<file path="src/rpc_pkg.sv">
// Package for the reference percentage channel: modes, limits, defaults.
// Assumes percentages in hundredths of a percent, signed 16-bit.
package rpc_pkg;
  localparam int PW = 16;
  typedef logic signed [PW-1:0] rpc_pct_t;

  localparam rpc_pct_t PCT_ZERO     = 16'sh0000;
  localparam rpc_pct_t PCT_LIMIT    = 16'sh7530;   // 300.00 %
  localparam rpc_pct_t PCT_NLIMIT   = -16'sh7530;
  localparam rpc_pct_t PCT_SAT_MAX  = 16'sh7fff;
  localparam rpc_pct_t PCT_SAT_MIN  = -16'sh8000;
  localparam rpc_pct_t PRESET1_DEF  = 16'sh0000;
  localparam rpc_pct_t PRESET2_DEF  = 16'sh07d0;   // 20.00 %
  localparam rpc_pct_t PRESET3_DEF  = 16'sh1388;   // 50.00 %
  localparam rpc_pct_t PRESET4_DEF  = 16'sh2710;   // 100.00 %
  localparam rpc_pct_t MAX_REF_DEF  = 16'sh2710;

  // Gradient in %/ms (whole percent), hundredths per tick derived in core.
  localparam logic [15:0] GRAD_MAX     = 16'hea60;  // 60000 %/ms
  localparam logic [15:0] GRAD_DEF     = 16'h000a;  // 10 %/ms
  localparam int          CLK_HZ       = 125000000;
  localparam int          TICK_US      = 1000;      // limiter update period
  localparam int          TICK_CYCLES  = CLK_HZ / 1000000 * TICK_US;

  typedef enum logic [3:0]
  {
    SIGN_OFF  = 4'h1,
    SIGN_BOTH = 4'h2,
    SIGN_POS  = 4'h4,
    SIGN_INV  = 4'h8
  } rpc_sign_t;

  localparam logic [1:0] SIGN_MODE_DEF = 2'h1;
  localparam logic [1:0] POT_MODE_DEF  = 2'h0;

  typedef struct packed
  {
    logic [1:0] sign_mode;
    logic [1:0] pot_mode;
    rpc_pct_t   max_ref;
    rpc_pct_t   min_ref;
    logic [15:0] grad;
    logic [15:0] pot_ramp;
  } rpc_cfg_t;
endpackage : rpc_pkg

</file>
<file path="src/rpc_slew.sv">
// Slew limiter stepping an output toward a target once per tick.
// Assumes step is a non-negative count of hundredths per tick.
`timescale 1ns/1ns
module rpc_slew
  import rpc_pkg::*;
(
  input  wire logic             clk,
  input  wire logic             reset,
  input  wire logic             tick,
  input  wire logic             bypass,
  input  wire logic [PW:0]      step,
  input  wire rpc_pkg::rpc_pct_t target,
  output rpc_pkg::rpc_pct_t     value
);
  logic signed [PW+1:0] diff;
  logic signed [PW+1:0] sstep;

  always_comb
  begin
    diff  = 18'(target) - 18'(value);
    sstep = 18'($signed({1'b0, step}));
  end

  always_ff @(posedge clk)
  begin
    if (reset)
      value <= PCT_ZERO;
    else if (bypass)
      value <= target;
    else if (tick)
    begin
      if (diff > sstep)
        value <= PW'(18'(value) + sstep);
      else if (diff < -sstep)
        value <= PW'(18'(value) - sstep);
      else
        value <= target;
    end
  end
endmodule : rpc_slew

</file>
<file path="src/rpc_channel.sv">
// Reference percentage channel: sources, sign mode, presets, slew, up/down.
// Assumes synchronous control inputs and external non-volatile storage.
`timescale 1ns/1ns
module rpc_channel
  import rpc_pkg::*;
#(
  parameter int TICK = TICK_CYCLES
)
(
  input  wire logic             clk,
  input  wire logic             reset,
  input  wire rpc_pkg::rpc_cfg_t cfg,
  input  wire logic             cfg_we,
  input  wire logic             preset_we,
  input  wire logic [3:0]       preset_idx,
  input  wire rpc_pkg::rpc_pct_t preset_wdata,
  input  wire logic [1:0]       src1_sel,
  input  wire logic [1:0]       src2_sel,
  input  wire rpc_pkg::rpc_pct_t analog_in,
  input  wire logic             fix_sel1_pin,
  input  wire logic             fix_sel1_int,
  input  wire logic             fix_sel1_use_int,
  input  wire logic             fix_sel2_pin,
  input  wire logic             fix_sel2_int,
  input  wire logic             fix_sel2_use_int,
  input  wire logic [1:0]       fix_sel_assigned,
  input  wire logic [1:0]       data_set,
  input  wire logic             pot_in_up,
  input  wire logic             pot_in_down,
  input  wire logic             pot_key_up,
  input  wire logic             pot_key_down,
  input  wire logic             drive_start,
  input  wire logic             torque_mode,
  input  wire logic             reverse_ccw,
  input  wire logic             reverse_key,
  input  wire rpc_pkg::rpc_pct_t nv_pot_value,
  input  wire logic             nv_pot_valid,
  output rpc_pkg::rpc_pct_t     ref_pct,
  output rpc_pkg::rpc_pct_t     pot_value,
  output logic                  nv_pot_store,
  output logic [1:0]            sign_mode,
  output logic [15:0]           grad
);
  import rpc_pkg::*;

  localparam logic [1:0] SRC_FIXED = 2'h0;
  localparam logic [1:0] SRC_INPOT = 2'h1;
  localparam logic [1:0] SRC_KEYPOT = 2'h2;
  localparam logic [1:0] SRC_ANALOG = 2'h3;
  localparam logic [1:0] POT_LATCH_BIT = 2'h1;
  localparam logic [1:0] POT_TAKE_BIT = 2'h2;
  localparam int         NPRESET = 16;

  //////////////////////////////////////////////////////////////////////////
  // Configuration. Out-of-range gradient writes are clipped so the core never sees
  // an illegal gradient.
  logic [1:0]  pot_mode;
  rpc_pct_t    max_ref;
  rpc_pct_t    min_ref;
  logic [15:0] pot_ramp;

  always_ff @(posedge clk)
  begin
    if (reset)
    begin
      sign_mode <= SIGN_MODE_DEF;
      pot_mode  <= POT_MODE_DEF;
      max_ref   <= MAX_REF_DEF;
      min_ref   <= PCT_ZERO;
      grad      <= GRAD_DEF;
      pot_ramp  <= GRAD_DEF;
    end
    else if (cfg_we)
    begin
      sign_mode <= cfg.sign_mode;
      pot_mode  <= cfg.pot_mode;
      max_ref   <= cfg.max_ref;
      min_ref   <= cfg.min_ref;
      grad      <= (cfg.grad > GRAD_MAX) ? GRAD_MAX : cfg.grad;
      pot_ramp  <= cfg.pot_ramp;
    end
  end

  //////////////////////////////////////////////////////////////////////////
  // Preset table: four per data set, sixteen in all.
  rpc_pct_t preset [NPRESET];

  genvar gi;
  generate
    for (gi = 0; gi < NPRESET; gi++)
    begin : g_preset
      always_ff @(posedge clk)
      begin
        if (reset)
          preset[gi] <= (gi % 4 == 0) ? PRESET1_DEF :
                        (gi % 4 == 1) ? PRESET2_DEF :
                        (gi % 4 == 2) ? PRESET3_DEF : PRESET4_DEF;
        else if (preset_we && preset_idx == 4'(gi))
        begin
          if (preset_wdata > PCT_LIMIT)
            preset[gi] <= PCT_LIMIT;
          else if (preset_wdata < PCT_NLIMIT)
            preset[gi] <= PCT_NLIMIT;
          else
            preset[gi] <= preset_wdata;
        end
      end
    end
  endgenerate

  logic       sel1;
  logic       sel2;
  logic [1:0] psel;
  rpc_pct_t   fixed_val;

  always_comb
  begin
    sel1 = fix_sel1_use_int ? fix_sel1_int : fix_sel1_pin;
    sel2 = fix_sel2_use_int ? fix_sel2_int : fix_sel2_pin;
    if (!fix_sel_assigned[0])
      sel1 = 1'b0;
    if (!fix_sel_assigned[1])
      sel2 = 1'b0;
    unique case ({sel1, sel2})
      2'b00: psel = 2'h0;
      2'b10: psel = 2'h1;
      2'b11: psel = 2'h2;
      2'b01: psel = 2'h3;
    endcase
    fixed_val = preset[{data_set, psel}];
  end

  //////////////////////////////////////////////////////////////////////////
  // Tick timing and step sizes. Gradient in %/ms becomes hundredths/tick.
  logic [$clog2(TICK+1)-1:0] tick_cnt;
  logic                      tick;
  logic [PW:0]               grad_step;
  logic [PW:0]               pot_step;
  logic [31:0]               gprod;
  logic [31:0]               pprod;

  always_ff @(posedge clk)
  begin
    if (reset || tick)
      tick_cnt <= '0;
    else
      tick_cnt <= tick_cnt + 1'b1;
  end

  always_comb
  begin
    tick  = (tick_cnt == ($clog2(TICK+1))'(TICK - 1));
    gprod = 32'(grad) * 32'(TICK_US) / 32'd10;
    pprod = 32'(pot_ramp) * 32'(TICK_US) / 32'd10;
    if (pprod > gprod)
      pprod = gprod;
    grad_step = (gprod > 32'h0000ffff) ? 17'h0ffff : 17'(gprod);
    pot_step  = (pprod > 32'h0000ffff) ? 17'h0ffff : 17'(pprod);
    if (pot_step == 17'h00000)
      pot_step = 17'h00001;
  end

  //////////////////////////////////////////////////////////////////////////
  // Up/down setpoint: both input and keypad act together when chosen.
  logic pot_active;
  logic pot_active_q;
  logic up;
  logic down;
  logic start_q;
  logic start_rise;
  rpc_pct_t other_val;
  logic signed [PW+1:0] pot_next;

  always_comb
  begin
    pot_active = (src1_sel == SRC_INPOT) || (src1_sel == SRC_KEYPOT) ||
                 (src2_sel == SRC_INPOT) || (src2_sel == SRC_KEYPOT);
    up   = ((src1_sel == SRC_INPOT || src2_sel == SRC_INPOT) && pot_in_up) ||
           ((src1_sel == SRC_KEYPOT || src2_sel == SRC_KEYPOT) &&
            pot_key_up);
    down = ((src1_sel == SRC_INPOT || src2_sel == SRC_INPOT) &&
            pot_in_down) ||
           ((src1_sel == SRC_KEYPOT || src2_sel == SRC_KEYPOT) &&
            pot_key_down);
    start_rise = drive_start && !start_q;
    other_val  = (src1_sel == SRC_FIXED || src2_sel == SRC_FIXED) ?
                 fixed_val : analog_in;
    pot_next = 18'(pot_value);
    if (up && !down)
      pot_next = 18'(pot_value) + 18'($signed({1'b0, pot_step}));
    else if (down && !up)
      pot_next = 18'(pot_value) - 18'($signed({1'b0, pot_step}));
    if (pot_next > 18'(max_ref))
      pot_next = 18'(max_ref);
    if (pot_next < -18'(max_ref))
      pot_next = -18'(max_ref);
  end

  always_ff @(posedge clk)
  begin
    if (reset)
    begin
      start_q      <= 1'b0;
      pot_active_q <= 1'b0;
    end
    else
    begin
      start_q      <= drive_start;
      pot_active_q <= pot_active;
    end
  end

  // Retention is only as good as the external store; a missing valid
  // leaves the setpoint at its current value.
  always_ff @(posedge clk)
  begin
    if (reset)
      pot_value <= PCT_ZERO;
    else if (pot_active && !pot_active_q && pot_mode[1])
      pot_value <= other_val;
    else if (start_rise && !pot_mode[0])
      pot_value <= min_ref;
    else if (start_rise && nv_pot_valid && !pot_active_q)
      pot_value <= nv_pot_value;
    else if (tick && pot_active)
      pot_value <= PW'(pot_next);
  end

  always_ff @(posedge clk)
  begin
    if (reset)
      nv_pot_store <= 1'b0;
    else
      nv_pot_store <= pot_mode[0] && tick && pot_active &&
                      (PW'(pot_next) != pot_value);
  end

  //////////////////////////////////////////////////////////////////////////
  // Source sum, sign mode and reversal.
  rpc_pct_t src1_val;
  rpc_pct_t src2_val;
  logic signed [PW+1:0] sum;
  logic signed [PW+1:0] shaped;
  rpc_pct_t target;
  logic     reverse;

  function automatic rpc_pct_t rpc_src(input logic [1:0] sel,
                                       input rpc_pct_t fv,
                                       input rpc_pct_t pv,
                                       input rpc_pct_t av);
    rpc_src = (sel == SRC_FIXED) ? fv :
              (sel == SRC_ANALOG) ? av : pv;
  endfunction : rpc_src

  always_comb
  begin
    src1_val = rpc_src(src1_sel, fixed_val, pot_value, analog_in);
    src2_val = (src2_sel == src1_sel && src1_sel != SRC_ANALOG &&
                src1_sel != SRC_FIXED) ? PCT_ZERO :
               rpc_src(src2_sel, fixed_val, pot_value, analog_in);
    sum      = 18'(src1_val) + 18'(src2_val);
    reverse  = torque_mode && (reverse_ccw || reverse_key);
    unique case (sign_mode)
      2'h0: shaped = '0;
      2'h1: shaped = sum;
      2'h2: shaped = (sum < 0) ? '0 :
                     (sum > 18'(max_ref)) ? 18'(max_ref) : sum;
      2'h3: shaped = -sum;
    endcase
    if (reverse)
      shaped = -shaped;
    if (shaped > 18'(PCT_SAT_MAX))
      target = PCT_SAT_MAX;
    else if (shaped < 18'(PCT_SAT_MIN))
      target = PCT_SAT_MIN;
    else
      target = PW'(shaped);
  end

  //////////////////////////////////////////////////////////////////////////
  // Output slew limiter.
  rpc_pct_t slewed;

  rpc_slew u_slew
  (
    .clk    (clk),
    .reset  (reset),
    .tick   (tick),
    .bypass (grad == 16'h0000),
    .step   (grad_step),
    .target (target),
    .value  (slewed)
  );

  always_comb
  begin
    ref_pct = (sign_mode == 2'h0) ? PCT_ZERO : slewed;
  end
endmodule : rpc_channel

</file>
<file path="config.mk">
export PLATFORM = sky130hd
export DESIGN_NAME = rpc_channel
export DESIGN_NICKNAME = d
export VERILOG_FILES = /design/src/rpc_pkg.sv /design/src/rpc_slew.sv /design/src/rpc_channel.sv
export SDC_FILE = /design/constraint.sdc
export NUM_CORES = 2
export LEC_CHECK = 0
export BUFFER_PORTS_ARGS = -buffer_cell sky130_fd_sc_hd__buf_2
export CAP_MARGIN = 20
export CORE_MARGIN = 2
export CORE_UTILIZATION = 60
export DETAILED_ROUTE_END_ITERATION = 16
export HOLD_SLACK_MARGIN = 0.15
export MAX_ROUTING_LAYER = met4
export PLACE_DENSITY = 0.78
export SLEW_MARGIN = 15
export SYNTH_ARGS = -nofsm -noshare
export SYNTH_HDL_FRONTEND = slang
export SYNTH_SLANG_ARGS = --single-unit
</file>
<file path="constraint.sdc">
create_clock -name clk -period 77 [get_ports clk]
set_input_delay 11.55 -clock clk [delete_from_list [all_inputs] [get_ports clk]]
set_output_delay 11.55 -clock clk [all_outputs]
set_load 0.01 [all_outputs]
</file>
---- Yosys cells after proc, flatten, opt, wreduce, memory -nomap -nowiden ----
Memories as Yosys holds them, arrays and structs flattened.
Index checks and enable logic that the tools add are counted.
W data, S select, Z words.
operators by class
  add/subtract/negate cells ............... 11
  multipliers ............................. 2
  div/mod/pow operators ................... 2
  magnitude comparators ................... 14
  eq/ne operators ......................... 31
  shift-type cells ........................ 0
  muxes and demuxes ....................... 234
  bitwise operators ....................... 48
  reductions and logical operators ........ 60
operator list
  cell                     count
  $mux W16                 67
  $mux W1                  155
  $mux W18                 6
  $pmux W18 S4             1
  $div A26 B4 Y32 const B  2
  $gt A32 B16 Y1 const B   2
  $mux W17                 3
  $or A1 B1 Y1             48
  $mul A16 B7 Y23 const B  2
  $neg A17 Y18             2
  $logic_and A1 B1 Y1      35
  $eq A4 B4 Y1 const B     8
  $gt A16 B16 Y1 const B   2
  $gt A32 B32 Y1           1
  $mux W32                 1
  $add A16 B18 Y18         1
  $gt A17 B18 Y1           1
  $gt A18 B16 Y1           1
  $gt A18 B16 Y1 const B   1
  $lt A17 B18 Y1           1
  $lt A18 B16 Y1 const B   1
  $lt A18 B18 Y1           1
  $neg A16 Y18             1
  $neg A18 Y18             1
  27 further kinds         58
word-level totals
  register bits ........................... 120
  bits in latches ......................... 0
  RAM bits ................................ 256
  bits in read-only memories .............. 0
  bits of input ports ..................... 147
  output and inout port bits .............. 51
  word-level logic and storage cells ...... 415
  memories ................................ 1
memories
  name    depth  width  read ports  clocked after Yosys merged registers in  write ports  RTL line           RTL
  preset  16     16     1           0                                        16           rpc_channel.sv:86  rpc_pct_t preset [NPRESET];

---- Depth between registers and ports, before layout ----
An unclocked memory read counts as a cell.
  word-level depth ........................ 23
  gate-level depth with buffers ........... 151

---- Modules after synthesis ----
From an unflattened synthesis, not the netlist that was laid out.
unflattened totals
  cell total of the unflattened synthesis .. 4687
  area, all modules ....................... 40373.7 um2
by module, submodules not included
  module       times used  cells each  area each (um2)
  rpc_channel  1           4112        36043.3
  rpc_slew     1           575         4330.4

---- Least setup slack after synthesis ----
No wires, ideal clock.
  kind .................................... register to register
  start ................................... register pot_ramp[1]
  end ..................................... register pot_value[0]
  arrival ................................. 25.131 ns
  required time ........................... 76.935 ns
  path slack .............................. 51.804 ns
  stages on the path, launching flop included .. 127
  path buffers ............................ 8
  clock period less this slack ............ 25.196 ns
  cell sequence ........................... dfxtp_1 > clkbuf_1 > inv_1 > fa_1 > fa_1 > fa_1 > inv_1 > fa_1 > ha_1 > buf_2 > a21o_1 > or4_1 > o21ai_1 > o21a_2 > xnor2_1 > nor3_2 > and3_1 > a311oi_1 > [... 91 more ...] > a21oi_1 > o31ai_1 > a21o_1 > a21oi_1 > nor2b_1 > o21ai_0 > nand2b_1 > a21oi_1 > nor2b_1 > o21ai_0 > nand3_1 > and3_1 > mux2_2 > a211oi_1 > a211oi_1 > a311oi_1 > a21oi_1 > nor2_1
on the way
  word-level cells in the longest chain between the ends .. 19
ends and longest elaborated chain
  element                 RTL line            RTL
  from (decl)             rpc_channel.sv:60   logic [15:0] pot_ramp;
  from (signal assigned)  rpc_channel.sv:80   pot_ramp <= cfg.pot_ramp;
  $mul A16 B7 Y23 (*)     rpc_channel.sv:154  pprod = 32'(pot_ramp) * 32'(TICK_US) / 32'd10;
  $div A26 B4 Y32 (*)     rpc_channel.sv:154
  $gt A32 B32 Y1          rpc_channel.sv:155  if (pprod > gprod)
  $mux W32 (*)            rpc_channel.sv:155
  $gt A32 B16 Y1          rpc_channel.sv:158  pot_step = (pprod > 32'h0000ffff) ? 17'h0ffff : 17'(pprod);
  $mux W17 (*)            rpc_channel.sv:158
  $logic_not A17 Y1       rpc_channel.sv:159  if (pot_step == 17'h00000)
  $mux W17 (*)            rpc_channel.sv:159
  [... 3 more ...]        -
  $gt A18 B16 Y1          rpc_channel.sv:193  if (pot_next > 18'(max_ref))
  $mux W18 (*)            rpc_channel.sv:193
  $lt A18 B18 Y1          rpc_channel.sv:195  if (pot_next < -18'(max_ref))
  $mux W16 (*)            rpc_channel.sv:195
  $mux W16 (*)            rpc_channel.sv:225  else if (tick && pot_active)
  $mux W16 (*)            rpc_channel.sv:223  else if (start_rise && nv_pot_valid && !pot_active_q)
  $mux W16 (*)            rpc_channel.sv:221  else if (start_rise && !pot_mode[0])
  $mux W16 (*)            rpc_channel.sv:219  else if (pot_active && !pot_active_q && pot_mode[1])
  to (signal assigned)    rpc_channel.sv:220  pot_value <= other_val;
  to (signal assigned)    rpc_channel.sv:222  pot_value <= min_ref;
  to (signal assigned)    rpc_channel.sv:224  pot_value <= nv_pot_value;
  to (decl)               rpc_channel.sv:39   output rpc_pkg::rpc_pct_t pot_value,
Mark *: on every way between the ends. The rest lies on a longest branch, timed or not. The select of a mux whose other input is x is not followed.
A chain may end at the register's enable or synchronous reset.

---- Worst setup path in the final report ----
Same ends and word-level chain as after synthesis.

==> impl_metrics.yaml <==
grt:
  grt_overflow: 0
  use_met2_pct: 55.57
  grt_pass1_wl_um: 191000
  use_met1_pct: 46.99
  antenna_found_initial: 7
  grt_max_degree: 60
  grt_util_all_layers_pct: 35.92
  grt_pass1_vias: 34890
  grt.met3_usage_pct: 6.887
  busiest_layer: "met2"
cts:
  cts_buffer_depth: 3
  ctsHoldBuffers: 0
  ctsResizeCount: 0
  cts_setup_buffers: 0
  clk_pin_slew_ns: 0.06
  cts.sinks: 376
  cts_tree: "done"
  clock_latency_ns: 0.61
  h-tree-depth: 2
  cts_root_buf: "clkbuf_16"
  cts_buffers: 44
critical_path:
  cp_data_arrival_time_ns: 31.74
  path_class: "flop to flop"
  r2r_cells: 119
  worst_ep_required_time_ns: 77.53
  r2r_start: "pot_ramp[1]"
  critPathMaxFanout: 35
  cpMostUsedCell: "a21o_1"
  slowest_delay_ns: 0.78
  cp-end-kind: "flop"
  start_kind: "flop"
  startpoint: "pot_ramp[1]"
  crit_slowest_cell: "o41ai_1"
  rr_endpoint: "pot_value[0]"
  r2r_slack_ns: 45.79
synthesis:
  synth_fp_nets: 5253
  netlist.area_leader.share_pct: 19.24
  yosys.area.top_type: "edfxtp_1"
  syn_inst: 4660
  yosys_register_bits: 376
  yosys_most_used_dff: "edfxtp_1"
  ys_top_cells_by_area: "edfxtp_1, ha_1, nor2_1"
  yosys_warnings: 0
  synth_cell_types: 145
  synth-async-reset-ratio_pct: 0
  syn_area_mm2: 0.03996
  syn_area_per_cell_um2: 8.576
  synth_edf_count: 256
  seq_area_frac_synth_pct: 25.25
run_status:
  status: "completed"
sta:
  slew_violations: 0
  hold_violations: 0
  period_minus_slack_ns: 31.21
  setup_viol: 0
  fin_setup_tns_ns: 0
  max_freq_mhz: 32.04
  timing.final.crit_share_pct: 40.53
  rsz0062_at_grt: "no"
  max_slew_margin_pct: 26.34
  worst_pin_slew_ns: 1.101
  finalClockSkew_ns: 0.02674
worst_hold_path:
  hp-class: "flop to flop"
  holdPathEnd: "tick_cnt[0]"
  min_from: "tick_cnt[0]"
  min_path_cells: 1
routing:
  wl_um: 122200
  drc_errors: 0
  firstDrtPassIters: 6
  drt_iter0_drc: 4942
  antenna_left: 0
  vias: 37460
  vias_per_cell: 6.667
  wl_per_cell_um: 21.74
place:
  io_buffer_count: 197
  dp_hpwl_um: 91750
  gp_congestion: 1.040
floorplan:
  fp.dieW_um: 262.1
  dieArea_mm2: 0.06868
  die_h_um: 262.1
  core-area_mm2: 0.06586
  num_io_pins: 198
  start_util_pct: 60.67
  row_count: 94
cells_and_area:
  nets: 5307
  area_growth_pct: 7.452
  drive_above_1_share_pct: 11.71
  mostFrequentLayoutCells: "nor2_1, nand2_1, ha_1, inv_1, a21oi_1"
  final_common_cell: "nor2_1"
job:
  drv_cap: 0
worst max path at each step:
| stage | slack, ns | to | cells past startpoint |
|---|---|---|---|
| 6_report | 45.79 | pot_value[0] | 119 |
| 5_1_grt | 43.28 | pot_value[0] | 122 |
| 4_1_cts | 46.28 | pot_value[0] | 119 |
| 3_5_place_dp | 46.45 | pot_value[0] | 119 |
| 3_3_place_gp | 47.32 | pot_value[0] | 119 |
| 2_1_floorplan | 51.80 | pot_value[0] | 126 |
synth_stat cells, types with 27 or more instances:
cell and number:
a221oi_1 27, and3_1 29, dfxtp_1 120, nand3_1 122
nand4_1 57, a21oi_1 272, fa_1 114, clkbuf_1 178
mux2i_1 80, nor2b_1 28, mux4_2 80, o31ai_1 30
nand2b_1 40, a21o_1 106, nand2_1 387, o21ai_0 221
buf_2 29, a221o_1 33, xnor2_1 119, inv_1 293
a311oi_1 36, o21bai_1 30, nor4_1 41, a211oi_1 82
a31oi_1 50, o211ai_1 48, xor2_1 66, nor2_1 654
o22ai_1 32, ha_1 332, nor3_1 101, edfxtp_1 256
critical path: cells and delay by family (launching register included):
kind            cells  cell delay (ns)
xor+xnor            1             0.21
compound gates     68            15.94
fa+ha+maj          10             3.73
simple gates       33             9.03
flops               1             0.62
mux                 1             0.29
buf+inv             6             1.26
metrics by stage:
step                      instances  hold WS [ns]  setup slack, ns  cell area, um^2  utilization, %
final                          5619        0.4591            45.79            42940           65.20
after global routing           5619        0.4722            43.28            42940           65.20
after CTS                      5609        0.4544            46.28            42900           65.13
after detailed placement       5529        0.4343            46.45            41450           62.94
after global placement         5529        0.4217            47.32            41450           62.94
after floorplan                4660        0.4132            51.80            39960               -
cell type report:
class                           instances  area, um^2
Antenna cell                            7       17.52
Clock inverter                         26       306.5
Timing Repair Buffer                  258        1449
Multi-Input combinational cell       3727       27700
Sequential cell                       376       10090
Clock buffer                           54        1139
Inverter                              307        1157
Tap cell                              864        1081
Fill cell                            5480       22920
registers in the layout, indices dropped and copies added (netlist names):
register,flops
pot_mode,2
min_ref,16
start_q,1
sign_mode,2
pot_ramp,16
max_ref,16
tick_cnt,17
pot_value,16
nv_pot_store,1
grad,16
preset,256
pot_active_q,1
u_slew.value,16
logic make-up after synthesis:
family | count (synthesis) | synth area share [%]
AND/OR/NAND/NOR | 1620 | 18.72
XOR/XNOR | 189 | 4.274
AO/OA/AOI/OAI | 1286 | 22.86
adder cells (fa/ha/maj) | 452 | 16.26
multiplexers | 178 | 7.045
other | 2 | 0.01879
flip-flops | 376 | 25.25
buffers and inverters | 557 | 5.582
metal layers:
| layer | wire length [um] | vias up | part of all wire [%] |
|---|---|---|---|
| li1 | - | 17350 | - |
| met1 | 49450 | 17760 | 40 |
| met2 | 55990 | 2009 | 46 |
| met3 | 12060 | 339 | 9.9 |
| met4 | 4675 | 0 | 3.8 |
| met5 | 0 | - | 0 |
Power is not shown: default switching activity piles up to over one toggle a cycle in this logic, so the estimate is an artifact.
